**config.mk**
```make
export PLATFORM = sky130hd
export DESIGN_NAME = svso_status_out
export DESIGN_NICKNAME = d
export VERILOG_FILES = /design/src/design/svso_pkg.sv /design/src/design/svso_ser_tx.sv /design/src/design/svso_status_out.sv
export SDC_FILE = /design/constraint.sdc
export NUM_CORES = 1
export LEC_CHECK = 0
export ABC_CLOCK_PERIOD_IN_PS = 13000
export CAP_MARGIN = 20
export CORE_MARGIN = 2
export CORE_UTILIZATION = 40
export CTS_CLUSTER_DIAMETER = 80
export DETAILED_ROUTE_END_ITERATION = 16
export DONT_BUFFER_PORTS = 1
export HOLD_SLACK_MARGIN = 0.05
export REMOVE_ABC_BUFFERS = 1
export SYNTH_ARGS = -nofsm -noshare
export SYNTH_HDL_FRONTEND = slang
export SYNTH_HIERARCHICAL = 1
export SYNTH_SLANG_ARGS = --single-unit
```
**constraint.sdc**
```tcl
create_clock -name clk_i -period 13 [get_ports clk_i]
set_clock_uncertainty 0.15 [all_clocks]
set_input_delay 1.95 -clock clk_i [delete_from_list [all_inputs] [get_ports clk_i]]
set_output_delay 1.95 -clock clk_i [all_outputs]
set_load 0.01 [all_outputs]
```
**src/design/svso_pkg.sv**
```systemverilog
package svso_pkg;

  localparam int unsigned CLK_HZ           = 10_000_000;
  localparam int unsigned ENC_WAIT_MS      = 100;
  localparam int unsigned ENC_WAIT_CYC     = (CLK_HZ / 1000) * ENC_WAIT_MS;
  localparam int unsigned SER_BAUD         = 9600;
  localparam int unsigned SER_BIT_CYC      = CLK_HZ / SER_BAUD;
  localparam int unsigned SER_FRAME_BITS   = 10;
  localparam int unsigned ALM_CHARS        = 3;

  localparam logic [7:0]  OFS_CTRL         = 8'h00;
  localparam logic [7:0]  OFS_ALLOC        = 8'h04;
  localparam logic [7:0]  OFS_ROT_LEVEL    = 8'h08;
  localparam logic [7:0]  OFS_MATCH_WIDTH  = 8'h0c;
  localparam logic [7:0]  OFS_DIV          = 8'h10;
  localparam logic [7:0]  OFS_STATUS       = 8'h14;
  localparam logic [7:0]  OFS_COUNT        = 8'h18;
  localparam logic [7:0]  OFS_FAULT_CODE   = 8'h1c;

  localparam int unsigned CTRL_ABS_BIT     = 0;
  localparam int unsigned CTRL_SPEED_BIT   = 1;
  localparam int unsigned ALLOC_WARN_BIT   = 0;
  localparam int unsigned ALLOC_ROT_BIT    = 1;
  localparam int unsigned ALLOC_RDY_BIT    = 2;
  localparam int unsigned ALLOC_MATCH_BIT  = 3;
  localparam int unsigned ST_FAULT_BIT     = 0;
  localparam int unsigned ST_TX_BIT        = 1;
  localparam int unsigned ST_SEQ_BIT       = 2;
  localparam int unsigned ST_REFUSED_BIT   = 3;
  localparam int unsigned ST_CONTACT_LSB   = 4;

  localparam logic [1:0]  CTRL_RESET       = 2'h3;
  localparam logic [3:0]  ALLOC_RESET      = 4'h0;
  localparam logic [13:0] ROT_LEVEL_MIN    = 14'h0001;
  localparam logic [13:0] ROT_LEVEL_MAX    = 14'h2710;
  localparam logic [13:0] ROT_LEVEL_RESET  = 14'h0014;
  localparam logic [6:0]  MATCH_WIDTH_MAX  = 7'h64;
  localparam logic [6:0]  MATCH_WIDTH_RESET = 7'h0a;
  localparam logic [7:0]  DIV_RESET        = 8'h01;
  localparam logic [6:0]  ASCII_CR         = 7'h0d;

  typedef enum logic [1:0] {
    SVSO_ENC_OFF,
    SVSO_ENC_WAIT,
    SVSO_ENC_AWAIT_DATA,
    SVSO_ENC_READY
  } svso_enc_state_t;

  typedef enum logic [1:0] {
    SVSO_ALM_IDLE,
    SVSO_ALM_LOAD,
    SVSO_ALM_WAIT
  } svso_alm_state_t;

endpackage

```
**src/design/svso_ser_tx.sv**
```systemverilog
`timescale 1ns/1ps
`default_nettype none
module svso_ser_tx
  import svso_pkg::*;
#(
  parameter int unsigned BIT_CYC = SER_BIT_CYC
) (
  input  wire logic       clk_i,
  input  wire logic       reset_n_i,
  input  wire logic       start_i,
  input  wire logic [6:0] data_i,
  output logic            txd_o,
  output logic            busy_o
);

  logic [10:0] bit_cnt_ff;
  logic [3:0]  bit_idx_ff;
  logic [9:0]  shift_ff;

  // Frame is start, seven data bits LSB first, even parity, stop.
  always_ff @(posedge clk_i) begin
    if (!reset_n_i) begin
      busy_o     <= 1'b0;
      txd_o      <= 1'b1;
      bit_cnt_ff <= 11'h000;
      bit_idx_ff <= 4'h0;
      shift_ff   <= 10'h3ff;
    end else if (!busy_o) begin
      txd_o <= 1'b1;
      if (start_i) begin
        busy_o     <= 1'b1;
        shift_ff   <= {1'b1, ^data_i, data_i, 1'b0};
        txd_o      <= 1'b0;
        bit_cnt_ff <= 11'h000;
        bit_idx_ff <= 4'h0;
      end
    end else if (bit_cnt_ff == 11'(BIT_CYC - 1)) begin
      bit_cnt_ff <= 11'h000;
      if (bit_idx_ff == 4'(SER_FRAME_BITS - 1)) begin
        busy_o <= 1'b0;
        txd_o  <= 1'b1;
      end else begin
        bit_idx_ff <= bit_idx_ff + 4'h1;
        txd_o      <= shift_ff[bit_idx_ff + 4'h1];
      end
    end else begin
      bit_cnt_ff <= bit_cnt_ff + 11'h001;
    end
  end

endmodule
`default_nettype wire

```
**src/design/svso_status_out.sv**
```systemverilog
`timescale 1ns/1ps
`default_nettype none
module svso_status_out
  import svso_pkg::*;
#(
  parameter int unsigned ENC_WAIT = ENC_WAIT_CYC,
  parameter int unsigned BIT_CYC  = SER_BIT_CYC
) (
  input  wire logic        clk_i,
  input  wire logic        reset_n_i,
  input  wire logic [7:0]  addr_i,
  input  wire logic [31:0] wr_data_i,
  input  wire logic        wr_en_i,
  input  wire logic        rd_en_i,
  output logic      [31:0] rd_data_o,
  input  wire logic        main_power_i,
  input  wire logic        motor_power_i,
  input  wire logic        hardwired_base_block_i,
  input  wire logic        fault_detect_i,
  input  wire logic [7:0]  fault_code_i,
  input  wire logic        warning_i,
  input  wire logic [15:0] motor_speed_i,
  input  wire logic [15:0] ref_speed_i,
  input  wire logic        enc_pulse_i,
  input  wire logic        enc_dir_i,
  input  wire logic        abs_data_done_i,
  input  wire logic        encoder_power_on_cmd_i,
  input  wire logic        encoder_power_off_cmd_i,
  input  wire logic        fault_clear_cmd_i,
  output logic             fault_contact_o,
  output logic             warning_contact_o,
  output logic             rotation_detect_contact_o,
  output logic             servo_ready_contact_o,
  output logic             speed_match_contact_o,
  output logic             phase_a_pulse_out_o
);

  logic [1:0]      ctrl_ff;
  logic [3:0]      alloc_ff;
  logic [13:0]     rot_level_ff;
  logic [6:0]      match_width_ff;
  logic [7:0]      div_ff;
  logic            fault_latched_ff;
  logic [7:0]      fault_code_ff;
  logic            refused_ff;
  logic [15:0]     updown_cnt_ff;
  logic [7:0]      div_cnt_ff;
  logic            div_phase_ff;
  logic [19:0]     wait_cnt_ff;
  svso_enc_state_t enc_state_ff;
  svso_enc_state_t nxt_enc_state;
  svso_alm_state_t alm_state_ff;
  logic [1:0]      alm_idx_ff;
  logic            ser_start_ff;
  logic [6:0]      ser_char;
  logic            ser_txd;
  logic            ser_busy;
  logic            abs_en;
  logic            speed_mode;
  logic            off_accept;
  logic [15:0]     motor_mag;
  logic [15:0]     ref_mag;
  logic [15:0]     speed_diff;
  logic [31:0]     wr_value;
  logic [31:0]     status_word;

  assign abs_en     = ctrl_ff[CTRL_ABS_BIT];
  assign speed_mode = ctrl_ff[CTRL_SPEED_BIT];
  assign wr_value   = wr_data_i;

  // Power-off is taken only with the motor de-energised and no transfer running.
  assign off_accept = encoder_power_off_cmd_i && abs_en && !motor_power_i &&
                      (alm_state_ff == SVSO_ALM_IDLE);

  function automatic logic [6:0] hex_ascii(input logic [3:0] nib);
    logic [6:0] res;
    res = (nib < 4'ha) ? (7'h30 + {3'h0, nib}) : (7'h37 + {3'h0, nib});
    return res;
  endfunction

  function automatic logic [15:0] mag(input logic [15:0] v);
    logic [15:0] res;
    res = v[15] ? (16'h0000 - v) : v;
    return res;
  endfunction

  // Both directions compare alike, so a negative speed counts by its size.
  assign motor_mag  = mag(motor_speed_i);
  assign ref_mag    = mag(ref_speed_i);
  assign speed_diff = (ref_mag > motor_mag) ? (ref_mag - motor_mag) : (motor_mag - ref_mag);

  // Software configuration; out-of-range levels are clamped so the setting
  // always lands inside the legal range and takes effect at once.
  always_ff @(posedge clk_i) begin
    if (!reset_n_i) begin
      ctrl_ff        <= CTRL_RESET;
      alloc_ff       <= ALLOC_RESET;
      rot_level_ff   <= ROT_LEVEL_RESET;
      match_width_ff <= MATCH_WIDTH_RESET;
      div_ff         <= DIV_RESET;
    end else if (wr_en_i) begin
      case (addr_i)
        OFS_CTRL: begin
          ctrl_ff <= wr_value[1:0];
        end
        OFS_ALLOC: begin
          alloc_ff <= wr_value[3:0];
        end
        OFS_ROT_LEVEL: begin
          if (wr_value < 32'(ROT_LEVEL_MIN)) begin
            rot_level_ff <= ROT_LEVEL_MIN;
          end else if (wr_value > 32'(ROT_LEVEL_MAX)) begin
            rot_level_ff <= ROT_LEVEL_MAX;
          end else begin
            rot_level_ff <= wr_value[13:0];
          end
        end
        OFS_MATCH_WIDTH: begin
          if (wr_value > 32'(MATCH_WIDTH_MAX)) begin
            match_width_ff <= MATCH_WIDTH_MAX;
          end else begin
            match_width_ff <= wr_value[6:0];
          end
        end
        OFS_DIV: begin
          div_ff <= (wr_value[7:0] == 8'h00) ? 8'h01 : wr_value[7:0];
        end
        default: begin
        end
      endcase
    end
  end

  // Alarm latch; a new fault in the clear cycle keeps the latch set.
  always_ff @(posedge clk_i) begin
    if (!reset_n_i) begin
      fault_latched_ff <= 1'b0;
      fault_code_ff    <= 8'h00;
    end else begin
      if (fault_detect_i) begin
        fault_latched_ff <= 1'b1;
      end else if (fault_clear_cmd_i) begin
        fault_latched_ff <= 1'b0;
      end
      if (fault_detect_i && !fault_latched_ff) begin
        fault_code_ff <= fault_code_i;
      end
    end
  end

  // Sticky record of a refused power-off; write one to its status bit to clear.
  always_ff @(posedge clk_i) begin
    if (!reset_n_i) begin
      refused_ff <= 1'b0;
    end else if (encoder_power_off_cmd_i && abs_en && motor_power_i) begin
      refused_ff <= 1'b1;
    end else if (wr_en_i && addr_i == OFS_STATUS && wr_value[ST_REFUSED_BIT]) begin
      refused_ff <= 1'b0;
    end
  end

  // Encoder power sequence.
  always_comb begin
    nxt_enc_state = enc_state_ff;
    case (enc_state_ff)
      SVSO_ENC_OFF: begin
        if (encoder_power_on_cmd_i) begin
          nxt_enc_state = SVSO_ENC_WAIT;
        end
      end
      SVSO_ENC_WAIT: begin
        if (wait_cnt_ff == 20'(ENC_WAIT - 1)) begin
          nxt_enc_state = SVSO_ENC_AWAIT_DATA;
        end
      end
      SVSO_ENC_AWAIT_DATA: begin
        if (abs_data_done_i) begin
          nxt_enc_state = SVSO_ENC_READY;
        end
      end
      SVSO_ENC_READY: begin
      end
      default: begin
        nxt_enc_state = SVSO_ENC_OFF;
      end
    endcase
    if (off_accept) begin
      nxt_enc_state = SVSO_ENC_OFF;
    end
  end

  always_ff @(posedge clk_i) begin
    if (!reset_n_i) begin
      enc_state_ff <= SVSO_ENC_OFF;
      wait_cnt_ff  <= 20'h00000;
    end else begin
      enc_state_ff <= nxt_enc_state;
      if (enc_state_ff == SVSO_ENC_WAIT) begin
        wait_cnt_ff <= wait_cnt_ff + 20'h00001;
      end else begin
        wait_cnt_ff <= 20'h00000;
      end
    end
  end

  // Incremental up/down counter, cleared when the wait after power-on ends.
  always_ff @(posedge clk_i) begin
    if (!reset_n_i) begin
      updown_cnt_ff <= 16'h0000;
    end else if (enc_state_ff == SVSO_ENC_WAIT && nxt_enc_state == SVSO_ENC_AWAIT_DATA) begin
      updown_cnt_ff <= 16'h0000;
    end else if (enc_pulse_i) begin
      updown_cnt_ff <= enc_dir_i ? (updown_cnt_ff - 16'h0001) : (updown_cnt_ff + 16'h0001);
    end
  end

  // One divider serves initial and normal pulses alike, so the host sees
  // the same scaling for both.
  always_ff @(posedge clk_i) begin
    if (!reset_n_i) begin
      div_cnt_ff   <= 8'h00;
      div_phase_ff <= 1'b0;
    end else if (enc_pulse_i) begin
      if (div_cnt_ff >= div_ff - 8'h01) begin
        div_cnt_ff   <= 8'h00;
        div_phase_ff <= !div_phase_ff;
      end else begin
        div_cnt_ff <= div_cnt_ff + 8'h01;
      end
    end
  end

  // Alarm content transfer: two hex digits of the code, then a carriage return.
  always_comb begin
    case (alm_idx_ff)
      2'h0: ser_char = hex_ascii(fault_code_ff[7:4]);
      2'h1: ser_char = hex_ascii(fault_code_ff[3:0]);
      default: ser_char = ASCII_CR;
    endcase
  end

  always_ff @(posedge clk_i) begin
    if (!reset_n_i) begin
      alm_state_ff <= SVSO_ALM_IDLE;
      alm_idx_ff   <= 2'h0;
      ser_start_ff <= 1'b0;
    end else begin
      ser_start_ff <= 1'b0;
      case (alm_state_ff)
        SVSO_ALM_IDLE: begin
          alm_idx_ff <= 2'h0;
          if (off_accept) begin
            alm_state_ff <= SVSO_ALM_LOAD;
          end
        end
        SVSO_ALM_LOAD: begin
          ser_start_ff <= 1'b1;
          alm_state_ff <= SVSO_ALM_WAIT;
        end
        SVSO_ALM_WAIT: begin
          // The start pulse is still high in the first wait cycle, before busy rises.
          if (!ser_start_ff && !ser_busy) begin
            if (alm_idx_ff == 2'(ALM_CHARS - 1)) begin
              alm_state_ff <= SVSO_ALM_IDLE;
            end else begin
              alm_idx_ff   <= alm_idx_ff + 2'h1;
              alm_state_ff <= SVSO_ALM_LOAD;
            end
          end
        end
        default: begin
          alm_state_ff <= SVSO_ALM_IDLE;
        end
      endcase
    end
  end

  svso_ser_tx #(
    .BIT_CYC (BIT_CYC)
  ) u_ser_tx (
    .clk_i     (clk_i),
    .reset_n_i (reset_n_i),
    .start_i   (ser_start_ff),
    .data_i    (ser_char),
    .txd_o     (ser_txd),
    .busy_o    (ser_busy)
  );

  // Contact outputs; a high level means the contact is closed.
  always_ff @(posedge clk_i) begin
    if (!reset_n_i) begin
      fault_contact_o           <= 1'b0;
      warning_contact_o         <= 1'b0;
      rotation_detect_contact_o <= 1'b0;
      servo_ready_contact_o     <= 1'b0;
      speed_match_contact_o     <= 1'b0;
      phase_a_pulse_out_o       <= 1'b0;
    end else begin
      // Opens in the cycle after detection, before the latch itself is seen.
      fault_contact_o <= !fault_latched_ff && !fault_detect_i;
      warning_contact_o <= alloc_ff[ALLOC_WARN_BIT] && warning_i;
      rotation_detect_contact_o <= alloc_ff[ALLOC_ROT_BIT] &&
                                   (motor_mag >= {2'h0, rot_level_ff});
      servo_ready_contact_o <= alloc_ff[ALLOC_RDY_BIT] && main_power_i &&
                               !hardwired_base_block_i && !fault_latched_ff &&
                               !fault_detect_i &&
                               (!abs_en || enc_state_ff == SVSO_ENC_READY);
      speed_match_contact_o <= alloc_ff[ALLOC_MATCH_BIT] && speed_mode &&
                               (speed_diff < {9'h000, match_width_ff});
      if (alm_state_ff != SVSO_ALM_IDLE) begin
        phase_a_pulse_out_o <= ser_txd;
      end else begin
        phase_a_pulse_out_o <= div_phase_ff;
      end
    end
  end

  assign status_word = {23'h000000,
                        servo_ready_contact_o, speed_match_contact_o,
                        rotation_detect_contact_o, warning_contact_o, fault_contact_o,
                        refused_ff, (enc_state_ff == SVSO_ENC_READY),
                        (alm_state_ff != SVSO_ALM_IDLE), fault_latched_ff};

  // Read data stand for exactly one cycle after the strobe; unmapped reads give zero.
  always_ff @(posedge clk_i) begin
    if (!reset_n_i) begin
      rd_data_o <= 32'h00000000;
    end else if (rd_en_i) begin
      case (addr_i)
        OFS_CTRL:        rd_data_o <= {30'h00000000, ctrl_ff};
        OFS_ALLOC:       rd_data_o <= {28'h0000000, alloc_ff};
        OFS_ROT_LEVEL:   rd_data_o <= {18'h00000, rot_level_ff};
        OFS_MATCH_WIDTH: rd_data_o <= {25'h0000000, match_width_ff};
        OFS_DIV:         rd_data_o <= {24'h000000, div_ff};
        OFS_STATUS:      rd_data_o <= status_word;
        OFS_COUNT:       rd_data_o <= {16'h0000, updown_cnt_ff};
        OFS_FAULT_CODE:  rd_data_o <= {24'h000000, fault_code_ff};
        default:         rd_data_o <= 32'h00000000;
      endcase
    end else begin
      rd_data_o <= 32'h00000000;
    end
  end

endmodule
`default_nettype wire

```
Word level (Yosys, flattened, before mapping)
Cells that the tools add are included.

operators by class
  $add $sub $neg = 16
  magnitude comparators = 10
  equality and inequality tests = 23
  muxes and demuxes = 48
  bitwise operators = 2
  reductions and logical operators = 52

operators by type and width
  kind                   number
  $pmux 16 s8            1
  $mux 16                4
  $mux 11                3
  $eq 8x5->1 const B     4
  $gt 32x14->1 const B   1
  $gt 32x7->1 const B    1
  $lt 32x1->1 const B    1
  $sub 1x16->16 const A  2
  $sub 16x16->16         2
  $add 6x4->7 const A    4
  $mux 14                2
  $mux 7                 3
  $add 20x1->20 const B  1
  $eq 20x20->1 const B   1
  $reduce_and 2->1       10
  $logic_and 1x1->1      19
  $add 16x1->16 const B  1
  $eq 8x4->1 const B     2
  $ge 16x14->1           1
  $gt 16x16->1           1
  $logic_not 8->1        2
  $lt 16x7->1            1
  $mux 1                 16
  $mux 2                 8
  29 further kinds       60

storage, ports and cells
  bits in registers = 161
  bits of input ports = 95
  output and inout port bits = 38
  logic and storage cells = 179

Longest topological paths before layout
  depth in word-level cells = 7
  mapped depth = 26
  gate-level depth less buffers = 25

Cells and area by module
Netlist, hierarchy kept.

by module, submodules not included
  module           times used  cells an instance  area an instance (µm²)  seq. area each (µm²)
  svso_status_out  1           1,087              8,555.7                 2,382.3
  svso_ser_tx      1           165                1,407.6                 520.5

Worst setup path after synthesis
OpenSTA, ideal clock, no wires.

  kind = input to register
  from = input motor_speed_i[0]
  to = register speed_match_contact_o
  library setup time = 0.088 ns
  arrival = 6.744 ns
  required time = 12.762 ns
  slack = 6.018 ns
  stages on the path = 26
  buffers on the path = 1
  cells stage by stage = inv_1 ha_1 or3b_1 or3_1 or2_2 o31ai_1 xor2_1 inv_1 ha_1 and3_1 nand2_1 nor4b_1 a211o_1 a21oi_4 buf_4 mux2i_1 xor2_1 ha_1 nor2b_1 o21ai_0 nand2b_1 a21oi_1 nor2b_1 o21ai_0 nand3_1 nor4_2

between the ends
  word-level cells in the longest chain between the ends = 6
  elaborated cells between the ends (all ways) = 8
  classes of those cells = add/sub (3); order compare (2); mux (2); reduce/logical (1)

RTL lines
  element                                         line                    source
  start: declaration                              svso_status_out.sv:22   input wire logic [15:0] motor_speed_i,
  $sub 1x16->16                                   svso_status_out.sv:83   res = v[15] ? (16'h0000 - v) : v;
  $mux 16 (*)                                     svso_status_out.sv:83
  $sub 16x16->16 or $gt 16x16->1 (tied branches)  svso_status_out.sv:90   assign speed_diff = (ref_mag > motor_mag) ? (ref_mag - motor_mag) : (motor_mag - ref_mag);
  $mux 16 (*)                                     svso_status_out.sv:90
  $lt 16x7->1 (*)                                 svso_status_out.sv:309  (speed_diff < {9'h000, match_width_ff});
  $logic_and 1x1->1 (*)                           svso_status_out.sv:308  speed_match_contact_o <= alloc_ff[ALLOC_MATCH_BIT] && speed_mode &&
  end signal: assignment                          svso_status_out.sv:308
  end: declaration                                svso_status_out.sv:34   output logic speed_match_contact_o,

Every way passes the cells marked *; elsewhere a longest branch is shown, timed or not.
A chain may end at the register's enable or synchronous reset.

Worst setup path after layout
Ends and elaborated chain as after synthesis.

==> impl_metrics.toml <==
[outcome]
status = "finished clean"

[layout]
regArea_um2 = 2900
final_nets = 1415
multiInputGateArea_um2 = 6500
mostFrequentLayoutCells = "dfxtp_1 (145), nor2_1 (121), nand2_1 (111)"
area_growth_pct = 8.63
layout_commonest_cell = "dfxtp_1"
n_fill_cell = 2469
drive_above_1_share = 0.0538
final_cells = 1571
fin_area_um2 = 10800

[critical_path]
worstPathArrival_ps = 7290
path_delay_family = "simple AND/OR/NAND/NOR gates"
worst-setup-path-type = "input port to flip-flop"
critPathMostFrequentCell = "ha_1"
cpPeakStageDelay_ps = 430
path_buf_inv = 2
critPathCaptureType = "flip-flop"
start_kind = "input port"
cpMaxStageDelayCell = "or3b_1"
required_ps = 13190
path_max_fanout = 16

[clocking]
cts_setup_buffers = 0
cts_max_path_buffers = 2
clk_latency_ps = 430
cts_root_buf = "clkbuf_16"
cts.sinks = 145
cts_inserted_buffers = 17
cts-htree-levels = 4
clkSlewWorstSetupHoldPaths_ps = 60
holdBufCountCts = 0
post_cts_resized = 0
cts_tree = "built"

[grt]
grt_use_total = 0.204
antenna_found_initial = 1
grt_pass1_wl_mm = 43.0
grt_overflow = 0
grt_pass1_vias = 8367
grt_max_degree = 46

[floorplanning]
ios = 133
row_count = 57
die_x_um = 162
dieArea_um2 = 26200
dieHeight_um = 162
core_um2 = 24400
start_util = 0.408

[sta]
rsz0062_at_grt = "false"
finalSetupViolCount = 0
tns_ps = 0
fin_crit_sh = 0.546
drv_slew = 0
hold_ws_ps = 309
finalHoldViolations = 0
fmax_mhz = 141
tightest_slew_ps = 1010
slew-limit-headroom = 0.328
finalCriticalPeriod_ps = 7100

[route]
routed_wirelength_mm = 26.8
drtAntennaViolNets = 0
initialDrtViolationCount = 601
wl_per_cell_um = 17.1
via_count = 8822
drt-pass1-iter-count = 5
drc = 0
viasPerCell = 5.62

[pwr]
swShare = 0.301
leakage_nw = 4.22
combPwrFrac = 0.242
ir_drop_uv = 81.5
seqPwrFrac = 0.359
power_mw = 1.34
p_sw_mw = 0.402
p_int_mw = 0.934
powerDensity_nw_per_um2 = 123
clkPwrFrac = 0.399

[worst_hold_path]
min_path_type = "flip-flop to flip-flop"

[placement]
numPortBuffers = 0
hpwlAfterDp_mm = 20.6
placed_cells = 1537
gp_congestion = 0.896
place_area_um2 = 10200

[yosys]
synthTopCellsByArea = "dfxtp_1 (29%), ha_1 (11%), xnor2_1 (5.2%), nor2_1 (4.6%), a21oi_1 (4.5%)"
synth-seq-cells = 145
synth_flop_cell = "dfxtp_1"
yosysWarnings = 6
synth.largest_area_cell = "dfxtp_1"
syn_area_um2 = 9960
postSynthAreaPerCell_um2 = 7.96
synth_cells = 1252
synth_edf_count = 0
synth-seq-area-share = 0.291
async_flop_share = 0
synthDistinctLibCells = 84
synth_top_cell_area_share = 0.291

[run]
maxCapViolations = 0
-- flip-flops by register name, indices dropped and copies added, names as in the netlist, 7 cells and up --
register	flops
fault_code_ff	8
updown_cnt_ff	16
u_ser_tx/bit_cnt_ff	11
wait_cnt_ff	20
rd_data_o	16
div_ff	8
match_width_ff	7
div_cnt_ff	8
u_ser_tx/shift_ff	9
rot_level_ff	14
-- power groups by stage --
stage / registers (mW) / clock network, mW / logic, mW
6_report: 0.479 / 0.533 / 0.323
5_1_grt: 0.482 / 0.562 / 0.363
4_1_cts: 0.480 / 0.543 / 0.322
3_5_place_dp: 0.489 / 0 / 0.320
3_3_place_gp: 0.489 / 0 / 0.318
2_1_floorplan: 0.482 / 0 / 0.262
-- worst paths after layout --
| path | from | to | slack, ps | cells past startpoint |
|---|---|---|---|---|
| setup reg to reg | updown_cnt_ff[1]$_SDFFE_PP0P_ | updown_cnt_ff[15]$_SDFFE_PP0P_ | 9840 | 11 |
| hold reg to reg | u_ser_tx/shift_ff[0]$_SDFFE_PN1P_ | u_ser_tx/shift_ff[0]$_SDFFE_PN1P_ | 310 | 2 |
| hold / removal | u_ser_tx/shift_ff[0]$_SDFFE_PN1P_ | u_ser_tx/shift_ff[0]$_SDFFE_PN1P_ | 310 | 2 |
| setup / recovery | motor_speed_i[0] | speed_match_contact_o$_SDFF_PN0_ | 5900 | 25 |
-- layer usage --
layer  vias up  routed length (um)  track usage
li1       4391                   -            -
met3        27                1450       0.0386
met4         0                 409       0.0543
met1      4169               12500        0.275
met2       235               12400        0.335
met5         -                   0            0
-- cell type report --
cell class,instances,area share
Antenna cell,1,0.000231
Clock buffer,20,0.0422
Clock inverter,12,0.0166
Inverter,91,0.0316
Multi-Input combinational cell,973,0.600
Sequential cell,145,0.268
Tap cell,324,0.0375
Timing Repair Buffer,5,0.00347
-- cells by family after synthesis --
logic type | Yosys count | share of synthesized area
and+or+nand+nor | 440 | 0.217
AOI/OAI and AO/OA | 313 | 0.207
buffers and inverters | 149 | 0.0635
DFF | 145 | 0.291
xor gates and xnor gates | 95 | 0.0843
adders and majority gates | 88 | 0.113
muxes | 21 | 0.0239
other | 1 | 0.000376
-- cell usage after synthesis (all sizes together) (7+ instances only) --
| cell type | count |
|---|---|
| nor2 | 121 |
| inv | 91 |
| nor3 | 23 |
| a21o | 24 |
| a31oi | 21 |
| and3 | 15 |
| o21ai | 61 |
| xor2 | 36 |
| nand2 | 112 |
| buf | 20 |
| ha | 84 |
| nor4 | 17 |
| or4 | 8 |
| mux2i | 17 |
| nand2b | 15 |
| or3 | 17 |
| clkbuf | 38 |
| dfxtp | 145 |
| o31ai | 15 |
| a22oi | 35 |
| nand3 | 58 |
| nand4 | 8 |
| o21a | 7 |
| xnor2 | 59 |
| nor2b | 15 |
| a21oi | 91 |
-- per-stage QoR --
step / setup slack [ps] / utilization
2_1_floorplan: 6050 / -
3_3_place_gp: 5650 / 0.417
3_5_place_dp: 5510 / 0.417
4_1_cts: 5920 / 0.443
5_1_grt: 5560 / 0.444
6_report: 5900 / 0.444
-- tightest hold or removal path: stages (launching register included) --
cell,delay (ps)
dfxtp_1,320
nand2_1,60
nand2_1,40
Power figures use the tool's default switching activity.
